--- src/logic/README_unused.sv ---
`default_nettype none
`default_nettype wire

--- src/logic/tpm_pkg.sv ---
// constants for the 16-bit timer with interval, pwm and pulse generator modes
`default_nettype none
package tpm_pkg;
  // register byte offsets
  localparam logic [7:0] OFS_MODE = 8'h00;
  localparam logic [7:0] OFS_CLKSEL = 8'h04;
  localparam logic [7:0] OFS_OUTCTL = 8'h08;
  localparam logic [7:0] OFS_CMP0 = 8'h0c;
  localparam logic [7:0] OFS_CMP1 = 8'h10;
  localparam logic [7:0] OFS_COUNT = 8'h14;
  localparam logic [7:0] OFS_OSCMODE = 8'h18;
  localparam logic [7:0] OFS_IRQ_STAT = 8'h1c;
  localparam logic [7:0] OFS_IRQ_MASK = 8'h20;
  // field positions
  localparam int MODE_LSB = 1;
  localparam int MODE_MSB = 3;
  localparam int OVF_BIT = 0;
  localparam int CLKSEL_LSB = 4;
  localparam int CLKSEL_MSB = 6;
  localparam int OUT_EN_BIT = 0;
  localparam int ACT_LVL_BIT = 1;
  localparam int INV1_BIT = 4;
  localparam int MCS_BIT = 0;
  localparam int IRQ_CMP0_BIT = 0;
  localparam int IRQ_CMP1_BIT = 1;
  localparam int IRQ_OVF_BIT = 2;
  localparam int IRQ_W = 3;
  localparam int PWM_FRAC_W = 6;
  localparam int PWM_BASE_W = 8;
  localparam int PWM_LSB = 2;
  // mode field codes
  localparam logic [2:0] MODE_STOP = 3'h0;
  localparam logic [2:0] MODE_PWM = 3'h1;
  localparam logic [2:0] MODE_CLR_A = 3'h6;
  localparam logic [2:0] MODE_CLR_B = 3'h7;
  // count clock select codes
  localparam logic [2:0] CLK_PIN = 3'h0;
  localparam logic [2:0] CLK_FX = 3'h1;
  localparam logic [2:0] CLK_DIV8 = 3'h4;
  localparam logic [2:0] CLK_WATCH = 3'h7;
  // reset values and counter maximum
  localparam logic [15:0] CMP_RST = 16'h0000;
  localparam logic [15:0] CNT_MAX = 16'hffff;
  localparam logic [31:0] RD_ZERO = 32'h0000_0000;
endpackage : tpm_pkg
`default_nettype wire

--- src/logic/tpm_clksel.sv ---
// count clock source selection and prescaler, yields one-cycle count ticks
`default_nettype none
module tpm_clksel (
  input wire logic pclk, // system clock
  input wire logic presetn, // async reset, active low
  input wire logic [2:0] sel, // count clock select code
  input wire logic main_clock_div_select, // main clock divide select
  input wire logic timer_input_pin, // external count input
  input wire logic watch_tick_pin, // watch timer output
  output logic tick // one count clock event
);
  logic [2:0] pin_sync_r;
  logic [2:0] wt_sync_r;
  logic [2:0] pre_r;
  logic [2:0] pre_mask;
  logic div_ok;
  logic tick_nxt;

  always_ff @(posedge pclk or negedge presetn) begin
    if (!presetn) begin
      pin_sync_r <= 3'h0;
      wt_sync_r <= 3'h0;
    end else begin
      pin_sync_r <= {pin_sync_r[1:0], timer_input_pin};
      wt_sync_r <= {wt_sync_r[1:0], watch_tick_pin};
    end
  end

  always_ff @(posedge pclk or negedge presetn) begin
    if (!presetn) begin
      pre_r <= 3'h0;
    end else begin
      pre_r <= pre_r + 3'h1;
    end
  end

  always_comb begin
    div_ok = 1'b0;
    pre_mask = 3'h0;
    tick_nxt = 1'b0;
    if (sel >= tpm_pkg::CLK_FX && sel <= tpm_pkg::CLK_DIV8) begin
      // halve per code step; fx rate is prohibited when mcs is set
      div_ok = !(main_clock_div_select && sel == tpm_pkg::CLK_FX);
      pre_mask = 3'(({3'h0, 1'b1} << (sel - (main_clock_div_select ? 3'h2 : 3'h1))) - 4'h1);
    end
    unique case (sel)
      tpm_pkg::CLK_PIN: tick_nxt = pin_sync_r[1] & ~pin_sync_r[2];
      tpm_pkg::CLK_WATCH: tick_nxt = wt_sync_r[1] & ~wt_sync_r[2];
      default: tick_nxt = div_ok && ((pre_r & pre_mask) == pre_mask);
    endcase
  end

  always_ff @(posedge pclk or negedge presetn) begin
    if (!presetn) begin
      tick <= 1'b0;
    end else begin
      tick <= tick_nxt;
    end
  end
endmodule : tpm_clksel
`default_nettype wire

--- src/logic/tpm_timer.sv ---
// 16-bit timer with interval, 14-bit pwm and pulse generator output, apb slave
//
// Contract
// - interval mode: match clears counter, raises interrupt
// - count clock from select bits 4 to 6
// - select codes: pin, divided clock, watch
// - pwm width from upper 14 compare bits
// - pwm active level from output control bit1
// - 256-clock basic cycle, 16384-clock sub-cycle
// - pin driven only while output enabled
// - pulse generator: period cmp0, width cmp1
// - nonzero mode starts, zero stops and clears
// - overflow flag on ffff to 0000 roll
// - active level: 0 high, 1 low
`default_nettype none
module tpm_timer (
  input wire logic pclk, // apb clock, 20 mhz
  input wire logic presetn, // async reset, active low
  input wire logic psel, // apb select
  input wire logic penable, // apb enable
  input wire logic pwrite, // apb direction
  input wire logic [7:0] paddr, // apb byte address
  input wire logic [31:0] pwdata, // apb write data
  output logic [31:0] prdata, // apb read data
  output logic pready, // apb ready
  output logic pslverr, // apb error on unmapped address
  input wire logic timer_input_pin, // external count input
  input wire logic watch_tick_pin, // watch timer output
  output logic timer_output_pin, // timer output level
  output logic timer_output_pin_oe, // timer output drive enable
  output logic compare_match_irq // level interrupt
);
  localparam int IRQW = tpm_pkg::IRQ_W;
  logic [2:0] mode_r;
  logic [2:0] clksel_r;
  logic toe_r;
  logic act_lvl_r;
  logic inv1_r;
  logic mcs_r;
  logic [15:0] cmp0_r;
  logic [15:0] cmp1_r;
  logic [15:0] count_r;
  logic [IRQW-1:0] stat_r;
  logic [IRQW-1:0] mask_r;
  logic ff_r;
  logic tick;
  logic wr_en;
  logic setup;
  logic hit;
  logic [31:0] rd_nxt;
  logic running;
  logic pwm_mode;
  logic clr_mode;
  logic match0;
  logic match1;
  logic roll;
  logic [IRQW-1:0] evt;
  logic [tpm_pkg::PWM_BASE_W:0] pwm_width;
  logic [tpm_pkg::PWM_FRAC_W-1:0] sub_rev;
  logic pwm_act;

  ////////////////////////////////////////////////////////////////////////
  // count clock

  tpm_clksel u_clksel (
    .pclk(pclk),
    .presetn(presetn),
    .sel(clksel_r),
    .main_clock_div_select(mcs_r),
    .timer_input_pin(timer_input_pin),
    .watch_tick_pin(watch_tick_pin),
    .tick(tick)
  );

  ////////////////////////////////////////////////////////////////////////
  // apb slave: no wait states, answer in first access cycle

  assign setup = psel && !penable;
  assign wr_en = psel && penable && pready && pwrite;

  always_comb begin
    hit = 1'b1;
    rd_nxt = tpm_pkg::RD_ZERO;
    unique case (paddr)
      tpm_pkg::OFS_MODE: begin
        rd_nxt[tpm_pkg::MODE_MSB:tpm_pkg::MODE_LSB] = mode_r;
        rd_nxt[tpm_pkg::OVF_BIT] = stat_r[tpm_pkg::IRQ_OVF_BIT];
      end
      tpm_pkg::OFS_CLKSEL: rd_nxt[tpm_pkg::CLKSEL_MSB:tpm_pkg::CLKSEL_LSB] = clksel_r;
      tpm_pkg::OFS_OUTCTL: begin
        rd_nxt[tpm_pkg::OUT_EN_BIT] = toe_r;
        rd_nxt[tpm_pkg::ACT_LVL_BIT] = act_lvl_r;
        rd_nxt[tpm_pkg::INV1_BIT] = inv1_r;
      end
      tpm_pkg::OFS_CMP0: rd_nxt[15:0] = cmp0_r;
      tpm_pkg::OFS_CMP1: rd_nxt[15:0] = cmp1_r;
      tpm_pkg::OFS_COUNT: rd_nxt[15:0] = count_r;
      tpm_pkg::OFS_OSCMODE: rd_nxt[tpm_pkg::MCS_BIT] = mcs_r;
      tpm_pkg::OFS_IRQ_STAT: rd_nxt[IRQW-1:0] = stat_r;
      tpm_pkg::OFS_IRQ_MASK: rd_nxt[IRQW-1:0] = mask_r;
      default: hit = 1'b0;
    endcase
  end

  // no wait states: ready in the cycle after setup
  always_ff @(posedge pclk or negedge presetn) begin
    if (!presetn) begin
      pready <= 1'b0;
    end else begin
      pready <= setup;
    end
  end

  always_ff @(posedge pclk or negedge presetn) begin
    if (!presetn) begin
      prdata <= tpm_pkg::RD_ZERO;
      pslverr <= 1'b0;
    end else if (setup) begin
      prdata <= pwrite ? tpm_pkg::RD_ZERO : rd_nxt;
      pslverr <= !hit;
    end else begin
      prdata <= tpm_pkg::RD_ZERO;
      pslverr <= 1'b0;
    end
  end

  // mode field
  always_ff @(posedge pclk or negedge presetn) begin
    if (!presetn) begin
      mode_r <= tpm_pkg::MODE_STOP;
    end else if (wr_en && paddr == tpm_pkg::OFS_MODE) begin
      mode_r <= pwdata[tpm_pkg::MODE_MSB:tpm_pkg::MODE_LSB];
    end
  end

  always_ff @(posedge pclk or negedge presetn) begin
    if (!presetn) begin
      clksel_r <= tpm_pkg::CLK_PIN;
    end else if (wr_en && paddr == tpm_pkg::OFS_CLKSEL) begin
      clksel_r <= pwdata[tpm_pkg::CLKSEL_MSB:tpm_pkg::CLKSEL_LSB];
    end
  end

  // main clock divide select
  always_ff @(posedge pclk or negedge presetn) begin
    if (!presetn) begin
      mcs_r <= 1'b0;
    end else if (wr_en && paddr == tpm_pkg::OFS_OSCMODE) begin
      mcs_r <= pwdata[tpm_pkg::MCS_BIT];
    end
  end

  // output enable, level and toggle bits
  always_ff @(posedge pclk or negedge presetn) begin
    if (!presetn) begin
      toe_r <= 1'b0;
      act_lvl_r <= 1'b0;
      inv1_r <= 1'b0;
    end else if (wr_en && paddr == tpm_pkg::OFS_OUTCTL) begin
      toe_r <= pwdata[tpm_pkg::OUT_EN_BIT];
      act_lvl_r <= pwdata[tpm_pkg::ACT_LVL_BIT];
      inv1_r <= pwdata[tpm_pkg::INV1_BIT];
    end
  end

  // period compare
  always_ff @(posedge pclk or negedge presetn) begin
    if (!presetn) begin
      cmp0_r <= tpm_pkg::CMP_RST;
    end else if (wr_en && paddr == tpm_pkg::OFS_CMP0) begin
      cmp0_r <= pwdata[15:0];
    end
  end

  // width compare
  always_ff @(posedge pclk or negedge presetn) begin
    if (!presetn) begin
      cmp1_r <= tpm_pkg::CMP_RST;
    end else if (wr_en && paddr == tpm_pkg::OFS_CMP1) begin
      cmp1_r <= pwdata[15:0];
    end
  end

  // interrupt mask
  always_ff @(posedge pclk or negedge presetn) begin
    if (!presetn) begin
      mask_r <= '0;
    end else if (wr_en && paddr == tpm_pkg::OFS_IRQ_MASK) begin
      mask_r <= pwdata[IRQW-1:0];
    end
  end

  ////////////////////////////////////////////////////////////////////////
  // counter

  assign running = (mode_r != tpm_pkg::MODE_STOP);
  assign pwm_mode = (mode_r == tpm_pkg::MODE_PWM);
  assign clr_mode = (mode_r == tpm_pkg::MODE_CLR_A) || (mode_r == tpm_pkg::MODE_CLR_B);
  assign match0 = running && !pwm_mode && tick && (count_r == cmp0_r);
  assign match1 = running && !pwm_mode && tick && (count_r == cmp1_r);
  assign roll = running && tick && (count_r == tpm_pkg::CNT_MAX);

  // start on nonzero mode, stop clears
  always_ff @(posedge pclk or negedge presetn) begin
    if (!presetn) begin
      count_r <= tpm_pkg::CMP_RST;
    end else if (!running) begin
      count_r <= tpm_pkg::CMP_RST;
    end else if (tick) begin
      // clear on match and keep counting; gives cmp0+1 ticks
      if (clr_mode && count_r == cmp0_r) begin
        count_r <= tpm_pkg::CMP_RST;
      end else begin
        count_r <= count_r + 16'h0001;
      end
    end
  end

  ////////////////////////////////////////////////////////////////////////
  // events and interrupt

  always_comb begin
    evt = '0;
    evt[tpm_pkg::IRQ_CMP0_BIT] = match0;
    evt[tpm_pkg::IRQ_CMP1_BIT] = match1;
    evt[tpm_pkg::IRQ_OVF_BIT] = roll;
  end

  // set wins over write-one-to-clear
  always_ff @(posedge pclk or negedge presetn) begin
    if (!presetn) begin
      stat_r <= '0;
    end else if (wr_en && paddr == tpm_pkg::OFS_IRQ_STAT) begin
      stat_r <= (stat_r & ~pwdata[IRQW-1:0]) | evt;
    end else if (wr_en && paddr == tpm_pkg::OFS_MODE) begin
      stat_r <= (stat_r & ~(IRQW'(!pwdata[tpm_pkg::OVF_BIT]) << tpm_pkg::IRQ_OVF_BIT)) | evt;
    end else begin
      stat_r <= stat_r | evt;
    end
  end

  always_ff @(posedge pclk or negedge presetn) begin
    if (!presetn) begin
      compare_match_irq <= 1'b0;
    end else begin
      compare_match_irq <= |((stat_r | evt) & mask_r);
    end
  end

  ////////////////////////////////////////////////////////////////////////
  // pwm: base width per 256 ticks, extra tick spread over 64 basic cycles

  // sub-cycle index bit-reversed to spread extras
  for (genvar i = 0; i < tpm_pkg::PWM_FRAC_W; i++) begin : g_sub_rev
    assign sub_rev[i] = count_r[tpm_pkg::PWM_BASE_W + tpm_pkg::PWM_FRAC_W - 1 - i];
  end

  // width from upper 14 bits; average cmp0/65536
  always_comb begin
    pwm_width = {1'b0, cmp0_r[15:tpm_pkg::PWM_LSB + tpm_pkg::PWM_FRAC_W]};
    if (sub_rev < cmp0_r[tpm_pkg::PWM_LSB + tpm_pkg::PWM_FRAC_W - 1:tpm_pkg::PWM_LSB]) begin
      pwm_width = pwm_width + 9'h001;
    end
    pwm_act = {1'b0, count_r[tpm_pkg::PWM_BASE_W-1:0]} < pwm_width;
  end

  ////////////////////////////////////////////////////////////////////////
  // output flip-flop and pin

  always_ff @(posedge pclk or negedge presetn) begin
    if (!presetn) begin
      ff_r <= 1'b0;
    end else if (pwm_mode) begin
      // polarity: 0 active high, 1 active low
      ff_r <= pwm_act ^ act_lvl_r;
    end else if (running) begin
      // toggle at period match when level bit1 set, at width match when bit4 set
      ff_r <= ff_r ^ ((match0 && act_lvl_r) ^ (match1 && inv1_r));
    end
  end

  always_ff @(posedge pclk or negedge presetn) begin
    if (!presetn) begin
      timer_output_pin <= 1'b0;
      timer_output_pin_oe <= 1'b0;
    end else begin
      timer_output_pin <= toe_r & ff_r;
      timer_output_pin_oe <= toe_r;
    end
  end
endmodule : tpm_timer
`default_nettype wire

--- config.mk ---
export PLATFORM = sky130hd
export DESIGN_NAME = tpm_timer
export DESIGN_NICKNAME = d
export VERILOG_FILES = /design/src/logic/README_unused.sv /design/src/logic/tpm_pkg.sv /design/src/logic/tpm_clksel.sv /design/src/logic/tpm_timer.sv
export SDC_FILE = /design/constraint.sdc
export NUM_CORES = 1
export LEC_CHECK = 0
export ABC_AREA = 1
export BUFFER_PORTS_ARGS = -buffer_cell sky130_fd_sc_hd__buf_2
export CAP_MARGIN = 20
export CORE_UTILIZATION = 50
export DETAILED_ROUTE_END_ITERATION = 6
export PLACE_DENSITY = 0.77
export SLEW_MARGIN = 20
export SYNTH_ARGS = -nofsm -noshare
export SYNTH_HDL_FRONTEND = slang
export SYNTH_SLANG_ARGS = --single-unit
--- constraint.sdc ---
create_clock -name pclk -period 4.9 [get_ports pclk]
set_input_delay 0.245 -clock pclk [delete_from_list [all_inputs] [get_ports pclk]]
set_output_delay 0.245 -clock pclk [all_outputs]
set_load 0.05 [all_outputs]
==> results of run 1 <==
-- repair_timing --
action,CTS,global route
hold buffers,3,0
endpoints found under the hold margin,47,0
endpoints found under the setup margin,0,0
resized for setup,0,0
-- layer usage --
metal	up-vias	track usage, %
met2	182	39.6
met5	-	0
met3	27	4.10
li1	2437	-
met4	0	7.92
met1	2287	35.3
-- metrics by stage --
stage / setup slack [ps] / power, mW / utilization [%]
5_1_grt: 1630 / 1.99 / 57.8
2_1_floorplan: 2330 / 1.09 / -
6_report: 1910 / 1.90 / 57.8
4_1_cts: 1950 / 1.90 / 57.8
3_5_place_dp: 1980 / 1.17 / 54.6
3_3_place_gp: 2020 / 1.16 / 54.6
-- layout make-up --
type,count,area share [%]
inverter,115,6.89
timing repair buffer,56,4.79
sequential,96,38.0
clock buffer,9,3.57
clock inverter,7,1.41
tap,140,2.77
multi-input combinational,514,42.5
-- logic make-up (layout without fill, tap and decap cells) --
logic type | Yosys count | count (layout)
compound gates | 119 | 119
simple gates | 329 | 329
buf+inv | 149 | 187
mux | 1 | 1
flops | 96 | 96
other cells | 1 | 16
xor+xnor | 31 | 31
fa+ha+maj | 18 | 18
-- flip-flops by register name, summed over array words and instances (netlist names) --
signal	cells
u_clksel.pin_sync_r	3
ff_r	1
toe_r	1
timer_output_pin_oe	1
mask_r	3
prdata	16
pready	1
inv1_r	1
cmp1_r	16
clksel_r	3
pslverr	1
count_r	16
u_clksel.pre_r	3
u_clksel.tick	1
u_clksel.wt_sync_r	3
act_lvl_r	1
timer_output_pin	1
compare_match_irq	1
cmp0_r	16
stat_r	3
mode_r	3
mcs_r	1
-- final timing paths --
path / end / slack [ps] / cells past startpoint
setup / recovery: ff_r / 1910 / 18
hold / removal: pslverr / 80 / 2
setup reg to reg: ff_r / 1910 / 18
hold reg to reg: u_clksel.pin_sync_r[1] / 350 / 0
max in group asynchronous: cmp1_r[4] / 3430 / 3
min in group asynchronous: count_r[10] / 430 / 2
-- worst max-delay path, cell delays in order, from the launching register on --
cell     delay, ps
dfrtp_1        430
inv_1           70
ha_1           310
a21o_1         160
nor2_1         230
nand3_1        140
nor2_1         180
nand3_1        130
nor2_1         140
xnor2_1         80
ha_1           290
and3_1         180
nand2_1         60
nor2_1         120
nand2_1        120
nand2_1         80
nand2_1         50
nand3_1         60
nand2_1         60
-- power groups by stage --
stage               clock [mW]  combinational (mW)  sequential, mW
global placement             0               0.299           0.866
detailed placement           0               0.307           0.867
CTS                      0.738               0.312           0.851
finish                   0.735               0.315           0.854
floorplan                    0               0.237           0.855
global route             0.777               0.357           0.856
-- cells in the final DEF, fill, tap and decap left out, types with 2 or more instances in the layout --
| master | Yosys | layout |
|---|---|---|
| o21ai_0 | 50 | 50 |
| a21oi_1 | 13 | 13 |
| nand2_1 | 203 | 203 |
| a31oi_1 | 7 | 7 |
| buf_4 | 16 | 3 |
| nor2_2 | 7 | 7 |
| clkbuf_16 | 0 | 9 |
| dlygate4sd3_1 | 0 | 3 |
| nor2_1 | 53 | 53 |
| ha_1 | 17 | 17 |
| a211oi_1 | 2 | 2 |
| nor2_4 | 2 | 2 |
| conb_1 | 1 | 16 |
| clkinv_4 | 0 | 2 |
| nand3_1 | 30 | 30 |
| o31ai_1 | 2 | 2 |
| nand4_2 | 2 | 2 |
| nand2_2 | 5 | 5 |
| nand4_1 | 9 | 9 |
| o21ai_1 | 18 | 18 |
| a221oi_1 | 2 | 2 |
| buf_2 | 8 | 50 |
| nor3_4 | 2 | 2 |
| o22ai_1 | 18 | 18 |
| dfrtp_1 | 96 | 96 |
| a21o_1 | 2 | 2 |
| nor3_1 | 8 | 8 |
| o211ai_1 | 2 | 2 |
| inv_2 | 5 | 5 |
| inv_1 | 108 | 108 |
| xor2_1 | 21 | 21 |
| xnor2_1 | 10 | 10 |
| inv_6 | 0 | 2 |
| nand3_2 | 2 | 2 |
==> results.cfg, run 1 <==
[power_and_ir_drop]
switching_power_mw = 0.583
ir_worst_vdd_v = 0.000169
leakage_nw = 3.20
power.share.sequential_pct = 44.8
powerDensity_nw_per_um2 = 301
p_int_mw = 1.32
swShare_pct = 30.6
comb_power_share_pct = 16.6
clockPowerShare_pct = 38.6

[route]
drc_errors = 0
drt-pass1-iter-count = 5
ant_nets = 0
viasPerCell = 5.26
vias = 4933
drtIter0Drc = 386
wl_met3_microns = 954
routed_wirelength_microns = 13900
wl_met2_microns = 6420
m1WireLength_microns = 6190
top_layer = met4
wire_per_inst_microns = 14.8

[layout]
areaGrowthSynthToFinish_pct = 11.4
layout.cells.non_filler = 937
layout.area.seq_sq_um = 2400
antenna_cells = 0
fillCellCount = 1010
multi_input_area_sq_um = 2690
stdcell_area_sq_um = 6320
drive_gt1_share_pct = 12.7
finalNetCount = 857

[setup_path]
arrival_ps = 3230
reg2reg_from = cmp0_r[7]
crit_start = cmp0_r[7]
critPathLaunchType = flip-flop
end_kind = flip-flop
crit_required_ps = 5140
cp_max_fo = 4
worstSetupPathType = reg -> reg

[yosys]
avgSynthCellArea_sq_um = 7.62
synth_top_area_share_pct = 42.4
postSynthCellCount = 744
ys_warn_count = 0
async_flop_share_pct = 100
synth-edff-count = 0
synth-xor-area-share_pct = 4.79
netlist_area_sq_um = 5670
synthDistinctLibCells = 45
synth_seq_area_share_pct = 42.4
synth_common_cells = nand2_1 (203), inv_1 (108), dfrtp_1 (96)
synth_top_family_by_area = simple AND/OR/NAND/NOR gates
ys.flop_type = dfrtp_1
synthMuxAreaShare_pct = 0.176
synth.largest_area_cell = dfrtp_1
synth_fa_ha_area_share_pct = 4.10
ys_seq_elements = 96
yosys.area_share.simple_pct = 25.5
synth_area_leaders = dfrtp_1 (42%), nand2_1 (13%), inv_1 (7.1%), o21ai_0 (4.4%), ha_1 (3.8%)
synth_compound_area_share_pct = 11.7
synth.most_common_cell = nand2_1

[die]
die_area_sq_um = 11800
core_sq_um = 10900
ios = 84
fp-row-count = 38
initial_core_util_pct = 51.9
die_h_microns = 109
die_w_microns = 109

[cts]
cts_sinks = 96
cts_post_setup_buffers_inserted = 0
cts_tree = done
cts_root_buf = clkbuf_16
clk_latency_ps = 350
path_clk_slew_ps = 70
cts_buffer_depth = 2
htreeDepth = 3
numCtsBuffers = 9

[timing]
finalCritPeriodShare_pct = 61.0
hold_violations = 0
setup_violations = 0
worstMarginPinSlew_ps = 1010
rsz0062_at_grt = no
relSlewSlack_pct = 32.6
fin_crit_ps = 2990
finClkSkew_ps = 8.62
setup-tns-final_ps = 0
max_freq_mhz = 335
holdWs_ps = 83.4
maxSlewViolCount = 0

[global_route]
overflow = 0
grt_pass1_wl_microns = 22400
grt_max_degree = 52
grt_pass1_vias = 4544
grt_usage_pct = 25.1
grt_antenna_before_repair = 0

[placed_design]
dp_cells = 918
placed_area_sq_um = 5970
gp_congestion = 0.905
io_buffers = 51
dpl.hpwl_microns = 10400

[outcome]
status = complete, no violations

[worst_hold_path]
worstHoldPathType = in -> reg
hold_start = penable

[job]
cap_violations = 0
Note: power is estimated with default switching activity, not from simulation.
==> run 2: changes to the inputs <==
==> constraint.sdc (replaced) <==
create_clock -name pclk -period 2.9 [get_ports pclk]
set_input_delay 0.145 -clock pclk [delete_from_list [all_inputs] [get_ports pclk]]
set_output_delay 0.145 -clock pclk [all_outputs]
set_load 0.05 [all_outputs]
==> run 2 against run 1 <==
Effect of this change: clock-buffer cell count is the same; flip-flop and latch count did not move; via count increased by 2.1%; utilization increased by 1.0 points; hold slack worse by 75 ps; sequential power rose by 69%; maximum frequency up 9.4%; first-iteration DRC count is 3.6% higher; design area increased by 1.7%; routed wire length increased by 1.1%; sequential share of layout area fell by 0.65 points; clock power increased by 62%.
==> results.cfg, run 2 (synthesized netlist as in run 1, its figures left out) <==
[timing]
timing.final.ws_setup_ps = 169
finClkSkew_ps = 8.47
relSlewSlack_pct = 31.0
worstMarginPinSlew_ps = 1030
fin_crit_ps = 2730
hold_violations = 0
maxSlewViolCount = 0
setup_violations = 0
finalCritPeriodShare_pct = 94.2
setup-tns-final_ps = 0
max_freq_mhz = 366

[outcome]
status = complete, no violations

[setup_path]
rrSetupSlack_ps = 170
r2r_cells = 19
reg2reg_from = cmp0_r[4]
end_kind = flip-flop
worstSetupPathType = reg -> reg
cp_max_fo = 4
crit_required_ps = 3150
r2r-end = ff_r
critPathLaunchType = flip-flop
arrival_ps = 2980

[cts]
numCtsBuffers = 9
cts_root_buf = clkbuf_16
cts_buffer_depth = 2
cts_sinks = 96
htreeDepth = 3
cts_tree = done
path_clk_slew_ps = 70
clk_latency_ps = 360

[die]
die_w_microns = 109
die_h_microns = 109
core_sq_um = 10900
ios = 84
die_area_sq_um = 11800
initial_core_util_pct = 51.9
fp-row-count = 38

[placed_design]
place_ws_ps = 141
gp_congestion = 0.964
io_buffers = 51
dpl.hpwl_microns = 10400

[worst_hold_path]
min_to = mode_r[1]
hold_path_depth = 3
hold_start = pwdata[2]
worstHoldPathType = in -> reg

[global_route]
grt_util_met1_pct = 35.9
use_met2_pct = 37.9
grt_pass1_wl_microns = 23100
use_met3_pct = 5.55
gr-max-usage-layer = met2
grt_antenna_before_repair = 0
overflow = 0
grt_pass1_vias = 4712
grt_usage_pct = 25.8
grt_max_degree = 52

[power_and_ir_drop]
power.share.sequential_pct = 45.6
leakage_nw = 3.26
clockPowerShare_pct = 37.6
swShare_pct = 31.6
switching_power_mw = 0.997
p_int_mw = 2.16
comb_power_share_pct = 16.7
ir_worst_vdd_v = 0.000287
powerDensity_nw_per_um2 = 491
finalPower_mw = 3.15

[route]
drtIter0Drc = 400
viasPerCell = 5.31
wire_per_inst_microns = 14.8
routed_wirelength_microns = 14000
drt-pass1-iter-count = 5
drc_errors = 0
ant_nets = 0
vias = 5038

[layout]
finalNetCount = 869
fillCellCount = 1002
layout.cells.most_common = nand2_1
areaGrowthSynthToFinish_pct = 13.3
final_cell_mix = nand2_1 (201), inv_1 (107), dfrtp_1 (96)
final_util_pct = 58.8
antenna_cells = 0
drive_gt1_share_pct = 15.0

[job]
cap_violations = 0
==> run 2: critical path, cell delays in order, from the launching register on <==
cell	delay, ps
dfrtp_1	400
inv_1	100
ha_1	300
nand2_1	70
nor2_1	60
nand2_2	100
nand3_1	110
nor2_2	190
nand3_2	100
nor2_2	140
xnor2_1	80
ha_1	310
and3_4	190
nand2_1	70
nor2_1	110
nand2_1	80
nand2_1	70
nand2_1	50
nand3_1	60
nand2_1	50
==> run 2: final cells by class <==
type / count / area, sq um / share of cell area, %
Inverter: 115 / 435 / 6.77
Sequential cell: 96 / 2400 / 37.4
Clock buffer: 9 / 225 / 3.50
Timing Repair Buffer: 68 / 395 / 6.15
Clock inverter: 7 / 71.3 / 1.11
Multi-Input combinational cell: 514 / 2720 / 42.4
Tap cell: 140 / 175 / 2.73
==> run 2: worst max-delay path by stage <==
stage               startpoint   end  slack [ps]  cells past startpoint
finish               cmp0_r[4]  ff_r         170                     19
CTS                  cmp0_r[7]  ff_r         110                     18
global placement     cmp0_r[7]  ff_r         220                     18
floorplan           count_r[8]  ff_r         330                     17
detailed placement   cmp0_r[7]  ff_r         140                     18
global route         cmp0_r[7]  ff_r         -20                     18
==> run 2: metrics by stage <==
step | cell area [sq um] | hold slack, ps | cells
final | 6430 | 8.40 | 949
after global routing | 6430 | 48.1 | 949
after CTS | 6360 | 11.8 | 945
after detailed placement | 6030 | 206 | 925
after global placement | 6030 | 204 | 925
after floorplan | 5730 | -151 | 759
==> run 2: per-layer routing <==
metal,vias to the layer above,wire [microns]
li1,2459,-
met1,2303,6220
met2,225,6140
met3,51,1110
met4,0,550
met5,-,0
==> run 2: timing repair <==
| item | 4_1_cts | 5_1_grt |
|---|---|---|
| resized for setup | 0 | 9 |
| endpoints found under the setup margin | 0 | 1 |
| setup buffers | 0 | 4 |
| endpoints found under the hold margin | 53 | 0 |
| hold buffers | 4 | 0 |
==> run 2: power by group through the flow <==
stage	Combinational (mW)	Clock [mW]	Sequential, mW
3_3_place_gp	0.504	0	1.46
5_1_grt	0.595	1.25	1.45
2_1_floorplan	0.400	0	1.44
3_5_place_dp	0.513	0	1.46
4_1_cts	0.521	1.19	1.44
6_report	0.527	1.19	1.44
==> run 3: changes to the inputs <==
--- a/config.mk
+++ b/config.mk
@@ -9,6 +9,7 @@
 export BUFFER_PORTS_ARGS = -buffer_cell sky130_fd_sc_hd__buf_2
 export CAP_MARGIN = 20
 export CORE_UTILIZATION = 50
+export CTS_BUF_LIST = sky130_fd_sc_hd__clkbuf_4 sky130_fd_sc_hd__clkbuf_8
 export DETAILED_ROUTE_END_ITERATION = 6
 export PLACE_DENSITY = 0.77
 export SLEW_MARGIN = 20
==> run 3 against run 2 <==
Effect of this change: die area did not move; utilization shrank 0.65 points; final cell count increased by 0.32%; register-to-register slack gained 40 ps; via count decreased by 0.40%.
==> results.cfg, run 3 (synthesized netlist as in run 1, its figures left out) <==
[outcome]
status = complete, no violations

[die]
die_area_sq_um = 11800
fp-row-count = 38
die_h_microns = 109
ios = 84
core_sq_um = 10900
die_w_microns = 109
initial_core_util_pct = 51.9

[route]
vias = 5018
drtIter0Drc = 422
wire_per_inst_microns = 14.6
ant_nets = 0
drc_errors = 0
drt-pass1-iter-count = 6
routed_wirelength_microns = 13900
viasPerCell = 5.27

[worst_hold_path]
hold_start = psel
worstHoldPathType = in -> reg

[setup_path]
worstPathBufferInverterCount = 1
max_stage_delay_ps = 360
cp_max_fo = 2
end_kind = flip-flop
crit_required_ps = 3190
arrival_ps = 2980
cpMaxStageDelayCell = dfrtp_1
reg2reg_from = cmp0_r[6]
critPathLaunchType = flip-flop
cp_top_family = simple AND/OR/NAND/NOR gates
critical_path.most_common_cell = nand2_1
worstSetupPathType = reg -> reg
crit_start = cmp0_r[6]
worstPathCellList = inv_1 > ha_1 > nand2_2 > a21oi_1 > nor2_2 > nand3_1 > nor2_2 > nand3_2 > nor2_2 > xnor2_1 > ha_1 > and3_4 > nand2_1 > nor2_1 > nand2_1 > nand2_1 > nand2_1 > nand3_1 > nand2_1

[global_route]
grt_usage_pct = 25.6
grt_pass1_vias = 4691
grt_antenna_before_repair = 0
overflow = 0
grt_pass1_wl_microns = 22900
grt_max_degree = 52

[power_and_ir_drop]
powerDensity_nw_per_um2 = 449
ir_worst_vdd_v = 0.000233
leakage_nw = 3.23

[timing]
max_freq_mhz = 372
timing.final.ws_setup_ps = 211
worstMarginPinSlew_ps = 1010
holdWs_ps = 3.17
finalCritPeriodShare_pct = 92.7
hold_violations = 0
finClkSkew_ps = 11.6
setup-tns-final_ps = 0
relSlewSlack_pct = 32.7
setup_violations = 0
maxSlewViolCount = 0
fin_crit_ps = 2690

[cts]
cts_tree = done
cts_sinks = 96
path_clk_slew_ps = 100
cts_root_buf = clkbuf_8
htreeDepth = 3
clk_latency_ps = 390
cts_buffer_depth = 2
numCtsBuffers = 9

[layout]
areaGrowthSynthToFinish_pct = 12.1
layout.cells.most_common = nand2_1
antenna_cells = 0
finalNetCount = 872
final_util_pct = 58.1
final_cell_mix = nand2_1 (201), inv_1 (107), dfrtp_1 (96)
drive_gt1_share_pct = 14.9

[placed_design]
place_ws_ps = 141
io_buffers = 51
dpl.hpwl_microns = 10400
gp_congestion = 0.964

[job]
cap_violations = 0
==> run 3: power by group <==
group	internal, mW	switching (mW)
sequential	1.37	0.0667
clock	0.337	0.544
combinational	0.177	0.354
total	1.89	0.964
==> run 3: area by class of cell <==
type | count | area, sq um
inverter | 115 | 435
multi-input combinational | 514 | 2720
fill | 1028 | 4580
tap | 140 | 175
timing repair buffer | 71 | 425
clock buffer | 9 | 124
clock inverter | 7 | 71.3
sequential | 96 | 2400
==> run 3: repair_timing <==
action / in CTS / in global routing
resized for setup: 0 / 9
setup endpoints to repair: 0 / 1
hold endpoints to repair: 56 / 0
hold buffers: 7 / 0
setup buffers: 0 / 4
==> run 3: through the flow <==
| stage | power, mW | std cells | cell area (sq um) |
|---|---|---|---|
| 3_3_place_gp | 1.97 | 925 | 6030 |
| 2_1_floorplan | 1.84 | 759 | 5730 |
| 3_5_place_dp | 1.98 | 925 | 6030 |
| 5_1_grt | 2.98 | 952 | 6360 |
| 4_1_cts | 2.85 | 948 | 6290 |
| 6_report | 2.85 | 952 | 6360 |
==> run 3: metal layers <==
| layer | up-vias | GRT usage (%) | part of all wire [%] |
|---|---|---|---|
| met5 | - | 0 | 0 |
| li1 | 2460 | - | - |
| met1 | 2293 | 35.8 | 45 |
| met4 | 0 | 13.5 | 4.0 |
| met3 | 47 | 4.40 | 7.2 |
| met2 | 218 | 37.9 | 44 |
==> run 3: worst register-to-register path, delay by kind of cell, from the launching register on <==
family / cells / cell delay [ps]
DFF: 1 / 360
xor gates and xnor gates: 1 / 80
and+or+nand+nor: 14 / 1410
adders and majority gates: 2 / 620
AOI/OAI and AO/OA: 1 / 50
buffers and inverters: 1 / 70
==> run 3: final timing paths <==
| path | to | slack (ps) | cells past startpoint |
|---|---|---|---|
| min in group asynchronous | count_r[14] | 330 | 2 |
| max reg2reg | ff_r | 210 | 19 |
| max in group asynchronous | pslverr | 1830 | 3 |
| max | ff_r | 210 | 19 |
| min reg2reg | u_clksel.pin_sync_r[1] | 360 | 0 |
| min | pslverr | 3 | 3 |
